## config.mk

```make
export PLATFORM = sky130hd
export DESIGN_NAME = ecfm_frame_mapper
export DESIGN_NICKNAME = d
export VERILOG_FILES = /design/src/core/ecfm_pkg.sv /design/src/core/ecfm_frame_mapper.sv
export SDC_FILE = /design/constraint.sdc
export NUM_CORES = 1
export LEC_CHECK = 0
export ABC_AREA = 1
export BUFFER_PORTS_ARGS = -buffer_cell sky130_fd_sc_hd__buf_4
export CORE_AREA = 2 2 151 109
export CTS_CLUSTER_DIAMETER = 50
export DETAILED_ROUTE_END_ITERATION = 6
export DIE_AREA = 0 0 153 111
export PLACE_DENSITY_LB_ADDON = 0.05
export SKIP_LAST_GASP = 1
export SYNTH_ARGS = -nofsm -noshare
export SYNTH_HDL_FRONTEND = slang
export SYNTH_SLANG_ARGS = --single-unit
```

## constraint.sdc

```tcl
create_clock -name clk_i -period 4 [get_ports clk_i]
set_input_delay 1 -clock clk_i [delete_from_list [all_inputs] [get_ports clk_i]]
set_output_delay 1 -clock clk_i [all_outputs]
set_load 0.01 [all_outputs]
```

## src/core/ecfm_pkg.sv

```systemverilog
// Constants and types for the core frame mapper
package ecfm_pkg;
  localparam int unsigned CLK_HZ        = 125000000;
  localparam int unsigned FRAME_US      = 500;
  localparam int unsigned FRAME_BYTES   = 144;
  localparam int unsigned PAYLOAD_BYTES = 128;
  localparam int unsigned FILL_BYTES    = 16;
  localparam int unsigned FILL_PERIOD   = 9;
  localparam int unsigned SPARE_FIRST   = 9;
  localparam int unsigned SPARE_LAST    = 48;
  localparam int unsigned SPARE_BITS    = SPARE_LAST - SPARE_FIRST + 1;
  localparam int unsigned FRAME_CYCLES  = CLK_HZ / 1000000 * FRAME_US;
  localparam int unsigned FRAME_CNT_W   = 17;
  localparam int unsigned BYTE_CNT_W    = 8;
  localparam int unsigned DELAY_MAX_US  = 450;
  localparam int unsigned CLK_PPM_TOL   = 50;
  localparam logic [7:0]  FILL_VALUE    = 8'hff;
  localparam logic [BYTE_CNT_W-1:0] BYTE_LAST  = 8'h8f;
  localparam logic [BYTE_CNT_W-1:0] FILL_MOD   = 8'h09;
  localparam logic [BYTE_CNT_W-1:0] FILL_SLOT  = 8'h08;
  localparam logic [BYTE_CNT_W-1:0] BYTE_ZERO  = 8'h00;
  localparam int unsigned NUM_PAIRS     = 3;
  // Register map, word aligned byte addresses
  localparam logic [7:0]  REG_CTRL      = 8'h00;
  localparam logic [7:0]  REG_STATUS    = 8'h04;
  localparam logic [7:0]  REG_FRAMES    = 8'h08;
  localparam int unsigned CTRL_ENABLE   = 0;
  localparam int unsigned CTRL_UNSTRUCT = 1;
  localparam int unsigned CTRL_FAIL     = 2;
  localparam logic [31:0] BAD_ADDR_DATA = 32'hdeadbeef;
  typedef enum logic [2:0] {
    ECFM_IDLE    = 3'b001,
    ECFM_PAYLOAD = 3'b010,
    ECFM_FILL    = 3'b100
  } ecfm_state_type;
endpackage

```

## src/core/ecfm_frame_mapper.sv

```systemverilog
// Core frame mapper: payload bytes plus fill into 144-byte, 500 us frames
//
// Decided for this implementation: the Avalon-MM slave port and the address map.
`timescale 1ns/1ps
`default_nettype none
module ecfm_frame_mapper
  import ecfm_pkg::*;
(
  input  wire logic                 clk_i,            // 125 MHz clock
  input  wire logic                 rst_b_i,          // Async reset, active low
  input  wire logic [7:0]           avs_address_i,    // Byte address
  input  wire logic                 avs_read_i,       // Read request
  input  wire logic                 avs_write_i,      // Write request
  input  wire logic [31:0]          avs_writedata_i,  // Write data
  input  wire logic [3:0]           avs_byteenable_i, // Byte enables
  output logic      [31:0]          avs_readdata_o,   // Read data
  output logic                      avs_waitrequest_o,// Wait request
  input  wire logic [7:0]           app_data_i,       // Application byte
  input  wire logic                 app_valid_i,      // Application byte valid
  output logic                      app_ready_o,      // Buffer can take a byte
  output logic [7:0]                line_data_o,      // Core frame byte
  output logic                      line_valid_o,     // Core frame byte valid
  output logic                      line_sof_o,       // First byte of frame
  output logic                      line_fill_o,      // Byte is fill
  output logic [SPARE_BITS-1:0]     spare_overhead_bits_o, // Spare overhead bits
  input  wire logic                 line_ready_i,     // Transceiver takes byte
  input  wire logic [NUM_PAIRS-1:0] pair_active_i,    // Pair activation done (pin)
  input  wire logic [NUM_PAIRS-1:0] pair_id_ok_i,     // Pair identification ok (pin)
  input  wire logic                 line_loss_i,      // Line-side loss/FRAME_ALIGNMENT_LOSS (pin)
  input  wire logic                 loopback_req_i,   // Exchange side loopback request
  output logic                      loopback_o,       // Loopback to all transceivers
  output logic                      section_oper_o,   // Access section operational
  output logic                      line_loss_ind_o,  // Line-side loss indication
  output logic                      active_ind_o      // Remote/central active indication
);
  import ecfm_pkg::*;

  // Two-flop synchronisers for pin inputs
  localparam int unsigned SYNC_W = 2 * NUM_PAIRS + 2;
  logic [SYNC_W-1:0] sync1_q;
  logic [SYNC_W-1:0] sync2_q;
  always_ff @(posedge clk_i or negedge rst_b_i) begin
    if (!rst_b_i) begin
      sync1_q <= '0;
      sync2_q <= '0;
    end else begin
      sync1_q <= {loopback_req_i, line_loss_i, pair_id_ok_i, pair_active_i};
      sync2_q <= sync1_q;
    end
  end
  logic [NUM_PAIRS-1:0] pair_act_s;
  logic [NUM_PAIRS-1:0] pair_id_s;
  logic                 loss_s;
  logic                 lb_req_s;
  assign pair_act_s = sync2_q[NUM_PAIRS-1:0];
  assign pair_id_s  = sync2_q[2*NUM_PAIRS-1:NUM_PAIRS];
  assign loss_s     = sync2_q[2*NUM_PAIRS];
  assign lb_req_s   = sync2_q[2*NUM_PAIRS+1];

  // Registers
  logic [2:0]  ctrl_q;
  logic [2:0]  ctrl_d;
  logic [15:0] frames_q;
  logic [15:0] frames_d;
  logic [31:0] rdata_q;
  logic [31:0] rdata_d;
  logic        ack_q;
  logic        ack_d;
  logic        oper_q;
  logic        oper_d;
  logic        lb_q;
  logic        lb_d;
  logic        lossind_q;
  logic        lossind_d;
  logic        actind_q;
  logic        actind_d;

  // Two-entry input buffer
  logic [7:0] buf_mem [2];
  logic [1:0] buf_cnt_q;
  logic [1:0] buf_cnt_d;
  logic       buf_wp_q;
  logic       buf_wp_d;
  logic       buf_rp_q;
  logic       buf_rp_d;
  logic [7:0] buf_w0_d;
  logic [7:0] buf_w1_d;
  logic       buf_push;
  logic       buf_pop;
  logic       buf_valid;

  // Framer state
  ecfm_state_type            state_q;
  ecfm_state_type            state_d;
  logic [BYTE_CNT_W-1:0]     byte_q;
  logic [BYTE_CNT_W-1:0]     byte_d;
  logic [BYTE_CNT_W-1:0]     slot_q;
  logic [BYTE_CNT_W-1:0]     slot_d;
  logic [FRAME_CNT_W-1:0]    tick_q;
  logic [FRAME_CNT_W-1:0]    tick_d;
  logic [7:0]                odata_q;
  logic [7:0]                odata_d;
  logic                      ovalid_q;
  logic                      ovalid_d;
  logic                      osof_q;
  logic                      osof_d;
  logic                      ofill_q;
  logic                      ofill_d;
  logic                      bus_req;
  logic                      out_free;
  logic                      is_fill;

  assign bus_req   = (avs_read_i | avs_write_i) & ~ack_q;
  assign buf_valid = (buf_cnt_q != 2'd0);
  assign app_ready_o = (buf_cnt_q != 2'd2);
  assign buf_push  = app_valid_i & app_ready_o;
  assign out_free  = ~ovalid_q | line_ready_i;
  // Fixed fill position: last byte of every group of nine
  assign is_fill   = (slot_q == FILL_SLOT);

  always_comb begin
    buf_cnt_d = buf_cnt_q;
    buf_wp_d  = buf_wp_q;
    buf_rp_d  = buf_rp_q;
    buf_w0_d  = buf_mem[0];
    buf_w1_d  = buf_mem[1];
    if (buf_push) begin
      if (buf_wp_q) begin
        buf_w1_d = app_data_i;
      end else begin
        buf_w0_d = app_data_i;
      end
      buf_wp_d = ~buf_wp_q;
    end
    if (buf_pop) begin
      buf_rp_d = ~buf_rp_q;
    end
    buf_cnt_d = buf_cnt_q + {1'b0, buf_push} - {1'b0, buf_pop};
  end

  // Frame pacing and byte sequencing
  always_comb begin
    state_d  = state_q;
    byte_d   = byte_q;
    slot_d   = slot_q;
    tick_d   = tick_q;
    odata_d  = odata_q;
    ovalid_d = ovalid_q & ~line_ready_i;
    osof_d   = osof_q;
    ofill_d  = ofill_q;
    frames_d = frames_q;
    buf_pop  = 1'b0;
    if (ctrl_q[CTRL_ENABLE]) begin
      // Frame period of 500 us
      if (tick_q == FRAME_CNT_W'(FRAME_CYCLES - 1)) begin
        tick_d = '0;
      end else begin
        tick_d = tick_q + 1'b1;
      end
    end else begin
      tick_d = '0;
    end
    case (state_q)
      ECFM_IDLE: begin
        if (ctrl_q[CTRL_ENABLE] && tick_q == '0) begin
          state_d = ECFM_PAYLOAD;
          byte_d  = BYTE_ZERO;
          slot_d  = BYTE_ZERO;
        end
      end
      ECFM_PAYLOAD, ECFM_FILL: begin
        // Payload bytes taken opaque, no alignment search
        if (out_free && (is_fill || buf_valid)) begin
          ovalid_d = 1'b1;
          osof_d   = (byte_q == BYTE_ZERO);
          ofill_d  = is_fill;
          if (is_fill) begin
            odata_d = FILL_VALUE;
            state_d = ECFM_FILL;
          end else begin
            odata_d = buf_rp_q ? buf_mem[1] : buf_mem[0];
            buf_pop = 1'b1;
            state_d = ECFM_PAYLOAD;
          end
          slot_d = (slot_q == FILL_MOD - 1'b1) ? BYTE_ZERO : slot_q + 1'b1;
          if (byte_q == BYTE_LAST) begin
            byte_d   = BYTE_ZERO;
            frames_d = frames_q + 1'b1;
            state_d  = ECFM_IDLE;
          end else begin
            byte_d = byte_q + 1'b1;
          end
        end
        if (!ctrl_q[CTRL_ENABLE]) begin
          state_d = ECFM_IDLE;
        end
      end
      default: begin
        state_d = ECFM_IDLE;
      end
    endcase
  end

  // Maintenance: status from line side and the CTRL_FAIL bit, never from application framing
  always_comb begin
    oper_d    = (&pair_act_s) & (&pair_id_s) & ~loss_s & ~ctrl_q[CTRL_FAIL];
    lossind_d = loss_s;
    actind_d  = oper_d;
    lb_d      = lb_req_s;
  end

  // Avalon slave, one wait cycle then answer
  always_comb begin
    ctrl_d  = ctrl_q;
    rdata_d = rdata_q;
    ack_d   = bus_req;
    if (bus_req) begin
      if (avs_address_i == REG_CTRL) begin
        rdata_d = {29'h0, ctrl_q};
      end else if (avs_address_i == REG_STATUS) begin
        rdata_d = {22'h0, pair_id_s, pair_act_s, lb_q, lossind_q, oper_q,
                   ctrl_q[CTRL_UNSTRUCT]};
      end else if (avs_address_i == REG_FRAMES) begin
        rdata_d = {16'h0, frames_q};
      end else begin
        rdata_d = BAD_ADDR_DATA;
      end
    end
    // Write lands on the accept edge, where waitrequest is low
    if (avs_write_i && ack_q && avs_byteenable_i[0] && (avs_address_i == REG_CTRL)) begin
      ctrl_d = avs_writedata_i[2:0];
    end
  end
  assign avs_waitrequest_o = (avs_read_i | avs_write_i) & ~ack_q;
  assign avs_readdata_o    = rdata_q;

  always_ff @(posedge clk_i or negedge rst_b_i) begin
    if (!rst_b_i) begin
      ctrl_q    <= '0;
      frames_q  <= '0;
      rdata_q   <= '0;
      ack_q     <= 1'b0;
      oper_q    <= 1'b0;
      lb_q      <= 1'b0;
      lossind_q <= 1'b0;
      actind_q  <= 1'b0;
      buf_cnt_q <= '0;
      buf_wp_q  <= 1'b0;
      buf_rp_q  <= 1'b0;
      buf_mem[0] <= '0;
      buf_mem[1] <= '0;
      state_q   <= ECFM_IDLE;
      byte_q    <= '0;
      slot_q    <= '0;
      tick_q    <= '0;
      odata_q   <= '0;
      ovalid_q  <= 1'b0;
      osof_q    <= 1'b0;
      ofill_q   <= 1'b0;
    end else begin
      ctrl_q    <= ctrl_d;
      frames_q  <= frames_d;
      rdata_q   <= rdata_d;
      ack_q     <= ack_d;
      oper_q    <= oper_d;
      lb_q      <= lb_d;
      lossind_q <= lossind_d;
      actind_q  <= actind_d;
      buf_cnt_q <= buf_cnt_d;
      buf_wp_q  <= buf_wp_d;
      buf_rp_q  <= buf_rp_d;
      buf_mem[0] <= buf_w0_d;
      buf_mem[1] <= buf_w1_d;
      state_q   <= state_d;
      byte_q    <= byte_d;
      slot_q    <= slot_d;
      tick_q    <= tick_d;
      odata_q   <= odata_d;
      ovalid_q  <= ovalid_d;
      osof_q    <= osof_d;
      ofill_q   <= ofill_d;
    end
  end

  assign line_data_o           = odata_q;
  assign line_valid_o          = ovalid_q;
  assign line_sof_o            = osof_q;
  assign line_fill_o           = ofill_q;
  assign spare_overhead_bits_o = '1;
  assign loopback_o            = lb_q;
  assign section_oper_o        = oper_q;
  assign line_loss_ind_o       = lossind_q;
  assign active_ind_o          = actind_q;
endmodule
`default_nettype wire

```

# Word-level counts from Yosys, hierarchy flattened
# Cells that the tools add are included.
dict set report word_totals {
  input_bits 66
  out_inout_bits 89
  wordCells 100
  ff_bits 138
}
dict set report classes {
  n_bitwise 15
  mux 25
  n_reduce_logical 20
  addsub 6
  eq_ne 12
}
# op count
set op_table {}
lappend op_table {{$mux 32} 3}
lappend op_table {{$mux 8} 7}
lappend op_table {{$mux 17} 2}
lappend op_table {{$pmux 8 s2} 2}
lappend op_table {{$add 17x1->17 const B} 1}
lappend op_table {{$eq 17x16->1 const B} 1}
lappend op_table {{$logic_not 17->1} 1}
lappend op_table {{$add 16x1->16 const B} 1}
lappend op_table {{$add 8x1->8 const B} 2}
lappend op_table {{$eq 8x4->1 const B} 2}
lappend op_table {{$logic_not 8->1} 2}
lappend op_table {{$mux 3} 5}
lappend op_table {{$reduce_and 3->1} 4}
lappend op_table {{$eq 8x3->1 const B} 1}
lappend op_table {{$eq 8x8->1 const B} 1}
lappend op_table {{$reduce_and 2->1} 4}
lappend op_table {{$not 1->1} 7}
lappend op_table {{$and 1x1->1} 6}
lappend op_table {{$ne 2x2->1 const B} 3}
lappend op_table {{$pmux 3 s2} 1}
lappend op_table {{$logic_and 1x1->1} 5}
lappend op_table {{$mux 1} 5}
lappend op_table {{$reduce_bool 2->1} 2}
lappend op_table {{$eq 3x1->1 const B} 1}
lappend op_table {{other kinds (8)} 9}

# Depth between registers and ports, before layout
# Gate-level depths: netlist of run 1.
dict set report logic_depth {
  ltp_word 6
  ltp_mapped 12
  ltp_nobuf 11
}

# Worst setup path before layout of run 1
# No wires, ideal clock.
dict set report synth_timing {
  kind {input to output}
  start {in avs_write_i}
  end {out avs_waitrequest_o}
  stages 3
  required_ns 3.000
  path_buffers 1
  arrival_time_ns 1.464
  slack_ns 1.536
  path_cell_list {o21bai_1 > buf_2 > inv_1}
}
dict set report synth_between {
  elab_chain_cells 2
}
# element line_no
set synth_lines {}
lappend synth_lines {{start: declaration} ecfm_frame_mapper.sv:13} ;# input wire logic avs_write_i,
lappend synth_lines {{$or 1x1->1} ecfm_frame_mapper.sv:234} ;# assign avs_waitrequest_o = (avs_read_i | avs_write_i) & ~ack_q;
lappend synth_lines {{$and 1x1->1} ecfm_frame_mapper.sv:234}
lappend synth_lines {{end: declaration} ecfm_frame_mapper.sv:17} ;# output logic avs_waitrequest_o,
# Every way passes these cells.

# Worst setup path after layout of run 1
# Same ends and word-level chain as after synthesis.

==> results of run 1 <==
-- synth_stat cells, drive strengths merged --
cell type / n
a21oi: 16
mux2: 12
clkinv: 1
nand3: 48
nor3: 15
a211oi: 1
nor2: 111
nand2: 208
xnor2: 8
conb: 2
ha: 9
o31ai: 1
o21bai: 2
dfstp: 1
dfrtp: 122
a21boi: 2
a31oi: 1
buf: 70
nand4: 24
nor4: 2
inv: 77
o21ai: 47
clkbuf: 5
nor3b: 2
and3: 1
xor2: 17
-- logic make-up (layout without fill, tap and decap cells) --
kind of cell | Yosys count | count (layout) | synth area share
buf+inv | 153 | 189 | 0.129
compound gates | 70 | 70 | 0.0598
xor+xnor | 25 | 25 | 0.0333
other cells | 2 | 45 | 0.00114
mux | 12 | 12 | 0.0206
simple gates | 411 | 411 | 0.271
flops | 123 | 123 | 0.469
fa+ha+maj | 9 | 9 | 0.0171
-- final timing paths --
| check | start | endpoint | slack (ps) | cells after the start |
|---|---|---|---|---|
| setup / recovery | avs_write_i | avs_waitrequest_o | 1110 | 5 |
| hold / removal | sync1_q[6]$_DFF_PN0_ | sync2_q[6]$_DFF_PN0_ | 350 | 0 |
| setup reg to reg | state_q[2]$_DFFE_PN0P_ | frames_q[1]$_DFFE_PN0P_ | 1630 | 8 |
| hold reg to reg | sync1_q[6]$_DFF_PN0_ | sync2_q[6]$_DFF_PN0_ | 350 | 0 |
| max in group asynchronous | rst_b_i | frames_q[5]$_DFFE_PN0P_ | 2550 | 2 |
| min in group asynchronous | rst_b_i | loopback_o$_DFF_PN0_ | 590 | 1 |
-- per-stage QoR --
stage / hold WS [ps] / power, uW / cells / worst slack [ps]
5_1_grt: 355 / 4670 / 1089 / 1050
6_report: 347 / 4380 / 1089 / 1110
3_3_place_gp: 334 / 2810 / 1057 / 1110
4_1_cts: 349 / 4420 / 1089 / 1100
2_1_floorplan: 331 / 2510 / 848 / 1540
3_5_place_dp: 336 / 2830 / 1057 / 1110
-- state kept, by name, summed over array words and instances (netlist names), 2 cells and up --
name,count
tick_q,17
line_data_o,8
sync1_q,8
slot_q,8
byte_q,8
sync2_q,8
state_q,3
buf_cnt_q,2
avs_readdata_o,17
frames_q,16
buf_mem,16
ctrl_q,3
-- worst reg2reg max path, stage by stage, from the launching register on --
cell	delay [ps]
dfrtp_1	370
inv_1	50
nand2_1	70
nand3_1	400
inv_2	330
nand3_2	410
nor2_8	490
nand2_1	90
o21ai_1	90
-- layout by cell type, fill, tap and decap left out, types with 9 or more instances in the layout --
cell and n:
clkbuf_16 17, nand3_1 45, nor3_1 14, nand2_2 9, nor2_1 107, nand2_1 198, mux2_2 12, dfrtp_1 122
nand4_1 24, a21oi_1 16, conb_1 45, o21ai_0 35, buf_4 78, inv_1 75, xor2_1 17, ha_1 9
-- where the power goes --
group / internal [uW] / switching [uW]
clock network: 984 / 594
logic: 441 / 694
registers: 1490 / 180
-- cell type report --
cell class | instances | area, sq um | area share
inverters | 78 | 298 | 0.0389
multi-input cells | 572 | 2810 | 0.367
flip-flops and latches | 123 | 3080 | 0.403
clock buffers | 19 | 433 | 0.0566
repair buffers | 79 | 606 | 0.0792
clock inverters | 13 | 168 | 0.0219
well taps | 205 | 256 | 0.0335
-- metal layers --
layer / up-vias / part of all wire / GRT usage
li1: 2595 / - / -
met1: 2450 / 0.50 / 0.250
met2: 117 / 0.44 / 0.272
met3: 7 / 0.049 / 0.0493
met4: 0 / 0.0081 / 0.0512
met5: - / 0 / 0
==> flow_summary.json, run 1 <==
{
  "outcome": "finished, final reports clean",
  "syn_avg_cell_area_sq_um": 8.16,
  "fmax_mhz": 346,
  "hpwl_um": 9990,
  "final-setup-viol-count": 0,
  "path_clk_slew_ps": 60,
  "synth_seq_area_share": 0.469,
  "p_leak_uw": 0.00379,
  "drt_drc_violations_left": 0,
  "ctsHoldBuffers": 0,
  "via_per_inst": 4.75,
  "ant_nets": 0,
  "slowest_delay_ps": 260,
  "grtUsageTotal": 0.178,
  "nNetsFinal": 946,
  "wire_per_inst_um": 12.9,
  "synth_cell_types": 39,
  "io_pins": 155,
  "yosysWarningCount": 0,
  "fp.dieH_um": 111,
  "totalNegativeSetupSlack_ps": 0,
  "cp_slowest_cell": "buf_4",
  "maxSlewViolCount": 0,
  "min_period_over_period": 0.724,
  "ys_top_cells_by_area": "dfrtp_1 (46%), nand2_1 (11%), buf_4 (6.6%)",
  "grt_overflow": 0,
  "crit_buf_inv": 4,
  "finalWorstPathRequiredPeriod_ps": 2890,
  "drive_gt1_frac": 0.170,
  "grt_max_degree": 78,
  "peakVddDrop_v": 0.000286,
  "clock_latency_ps": 430,
  "netlist_area_sq_um": 6570,
  "cts_root_buf": "clkbuf_16",
  "io_buffer_count": 77,
  "drt_wl_total_um": 14100,
  "crit_fanout": 20,
  "cts_made_buffers": 17,
  "h-tree-depth": 4,
  "utilization": 0.485,
  "initialDrtViolationCount": 221,
  "cts_sinks": 123,
  "yosys_register_bits": 123,
  "hold_violations": 0,
  "required_ps": 3000,
  "cts_setup_buffers": 0,
  "stdcell_area_sq_um": 7650,
  "slew_headroom": 0.473,
  "die_area_sq_um": 17000,
  "antenna_found_initial": 0,
  "gp_congestion": 0.824,
  "start_util": 0.417,
  "rows": 39,
  "syn_inst": 805,
  "cp.arrival_ps": 1890,
  "critPathCaptureType": "output port",
  "critical_path.cell_chain": "buf_4, o21bai_1, buf_4, inv_1, buf_4",
  "cap_viol_max_count": 0,
  "cts_resized": 0,
  "tightestPinTransition_ps": 788,
  "clock_path_buffers": 2,
  "cts_tree": "yes",
  "grt_first_pass_wirelength_um": 24700,
  "fillCellCount": 1526,
  "coreArea_sq_um": 15800,
  "worstSetupPathType": "primary input to output port",
  "diodes": 0,
  "die_w_um": 153,
  "cellPowerDensity_nw_per_um2": 573,
  "cp_common_cell": "buf_4",
  "yosys.area.top_type": "dfrtp_1",
  "vias": 5169,
  "critical_path.startpoint_type": "primary input",
  "holdCritPathClass": "flop to flop",
  "place_area_sq_um": 7050,
  "grt_pass1_vias": 5086,
  "syn2layout_area_growth_pct": 16.4,
  "fin_skew_ps": 9.30,
  "firstDrtPassIters": 4,
  "synth.top_cell.area_share": 0.465,
  "rsz0062_at_grt": "false",
  "crit_family": "buffers and inverters"
}
Power figures use the tool's default switching activity.
==> inputs of run 2 (changes only) <==
Clock period 4 ns to 2.4 ns, I/O delays scaled along.
==> flow_summary.json, run 2 (synthesized netlist as in run 1, its figures left out) <==
{
  "diodes": 0,
  "vias": 5243,
  "grtUsageTotal": 0.178,
  "p_leak_uw": 0.00383,
  "slew_headroom": 0.635,
  "rsz0062_at_grt": "false",
  "layout_common_cells": "nand2_1 (198), dfrtp_1 (122), nor2_1 (107), buf_4 (84), inv_1 (75)",
  "grt_max_degree": 40,
  "grt_first_pass_wirelength_um": 24400,
  "final-setup-viol-count": 0,
  "cts_resized": 0,
  "ctsHoldBuffers": 0,
  "critPathCaptureType": "flop",
  "place_area_sq_um": 7110,
  "critical_path.startpoint_type": "flop",
  "drt_drc_violations_left": 0,
  "maxSlewViolCount": 0,
  "crit_path_start": "slot_q[0]$_DFFE_PN0P_",
  "h-tree-depth": 4,
  "min_period_over_period": 0.843,
  "cts_tree": "yes",
  "syn2layout_area_growth_pct": 17.4,
  "io_buffer_count": 77,
  "stdcell_area_sq_um": 7710,
  "clock_latency_ps": 410,
  "clock_path_buffers": 2,
  "die_w_um": 153,
  "worstSetupPathType": "flop to flop",
  "fmax_mhz": 494,
  "cap_viol_max_count": 0,
  "hpwl_um": 10200,
  "fp.dieH_um": 111,
  "peakVddDrop_v": 0.000536,
  "fillCellCount": 1537,
  "io_pins": 155,
  "tightestPinTransition_ps": 545,
  "grt_overflow": 0,
  "start_util": 0.417,
  "die_area_sq_um": 17000,
  "hold_violations": 0,
  "wire_per_inst_um": 12.9,
  "totalNegativeSetupSlack_ps": 0,
  "drt_wl_total_um": 14100,
  "initialDrtViolationCount": 312,
  "ant_nets": 0,
  "rows": 39,
  "path_clk_slew_ps": 60,
  "antenna_found_initial": 0,
  "outcome": "finished, final reports clean",
  "cts_sinks": 123,
  "fin_skew_ps": 6.45,
  "drive_gt1_frac": 0.176,
  "cts_root_buf": "clkbuf_16",
  "final_common_cell": "nand2_1",
  "coreArea_sq_um": 15800,
  "cts_setup_buffers": 0,
  "holdCritPathClass": "primary input to asynchronous set/reset pin",
  "firstDrtPassIters": 6,
  "via_per_inst": 4.78,
  "crit_fanout": 7,
  "required_ps": 2730,
  "grt_pass1_vias": 5039,
  "cellPowerDensity_nw_per_um2": 948,
  "rr_startpoint": "slot_q[0]$_DFFE_PN0P_",
  "cts_made_buffers": 17,
  "finalWorstPathRequiredPeriod_ps": 2020,
  "gp_congestion": 0.827,
  "nNetsFinal": 953,
  "cp.arrival_ps": 2360
}
[run 2: metrics by stage]
| stage | utilization | setup slack (ps) | hold WS, ps | instances | power (uW) |
|---|---|---|---|---|---|
| 2_1_floorplan | - | 582 | 304 | 848 | 4180 |
| 3_3_place_gp | 0.451 | 392 | 335 | 1064 | 4720 |
| 3_5_place_dp | 0.451 | 362 | 336 | 1064 | 4770 |
| 4_1_cts | 0.489 | 337 | 138 | 1096 | 7410 |
| 5_1_grt | 0.489 | 209 | 143 | 1096 | 7810 |
| 6_report | 0.489 | 377 | 131 | 1096 | 7310 |
[run 2: worst paths after layout]
kind | endpoint | slack [ps] | cells after the start
min | ctrl_q[1]$_DFFE_PN0P_ | 130 | 1
max reg2reg | buf_cnt_q[1]$_DFF_PN0_ | 380 | 10
min in group clk_i | sync1_q[7]$_DFF_PN0_ | 290 | 1
min reg2reg | loopback_o$_DFF_PN0_ | 350 | 0
max in group asynchronous | byte_q[2]$_DFFE_PN0P_ | 1630 | 2
max | buf_cnt_q[1]$_DFF_PN0_ | 380 | 10
[run 2: worst max-delay path: stages (launching register included)]
cell	delay, ps
dfrtp_1	440
inv_1	100
ha_1	190
nand3_2	90
o21ai_2	210
nand2_2	120
nor2_1	210
ha_1	270
inv_1	60
ha_1	150
xnor2_1	110
[run 2: metal layers]
metal	global-route usage	part of all wire
met5	0	0
met4	0.0500	0.0067
met3	0.0504	0.053
met2	0.274	0.46
met1	0.247	0.48
[run 2: final cells by class]
| type | count | area [sq um] | area share |
|---|---|---|---|
| repair buffers | 86 | 671 | 0.0869 |
| inverters | 78 | 298 | 0.0386 |
| clock buffers | 21 | 460 | 0.0597 |
| well taps | 205 | 256 | 0.0333 |
| multi-input cells | 572 | 2810 | 0.364 |
| clock inverters | 11 | 143 | 0.0185 |
| flip-flops and latches | 123 | 3080 | 0.399 |
[run 2: where the power goes]
| group | internal [uW] | total [uW] | switching (uW) |
|---|---|---|---|
| Clock | 1680 | 2590 | 907 |
| Combinational | 767 | 1940 | 1170 |
| Sequential | 2480 | 2780 | 302 |
| Total | 4930 | 7310 | 2380 |
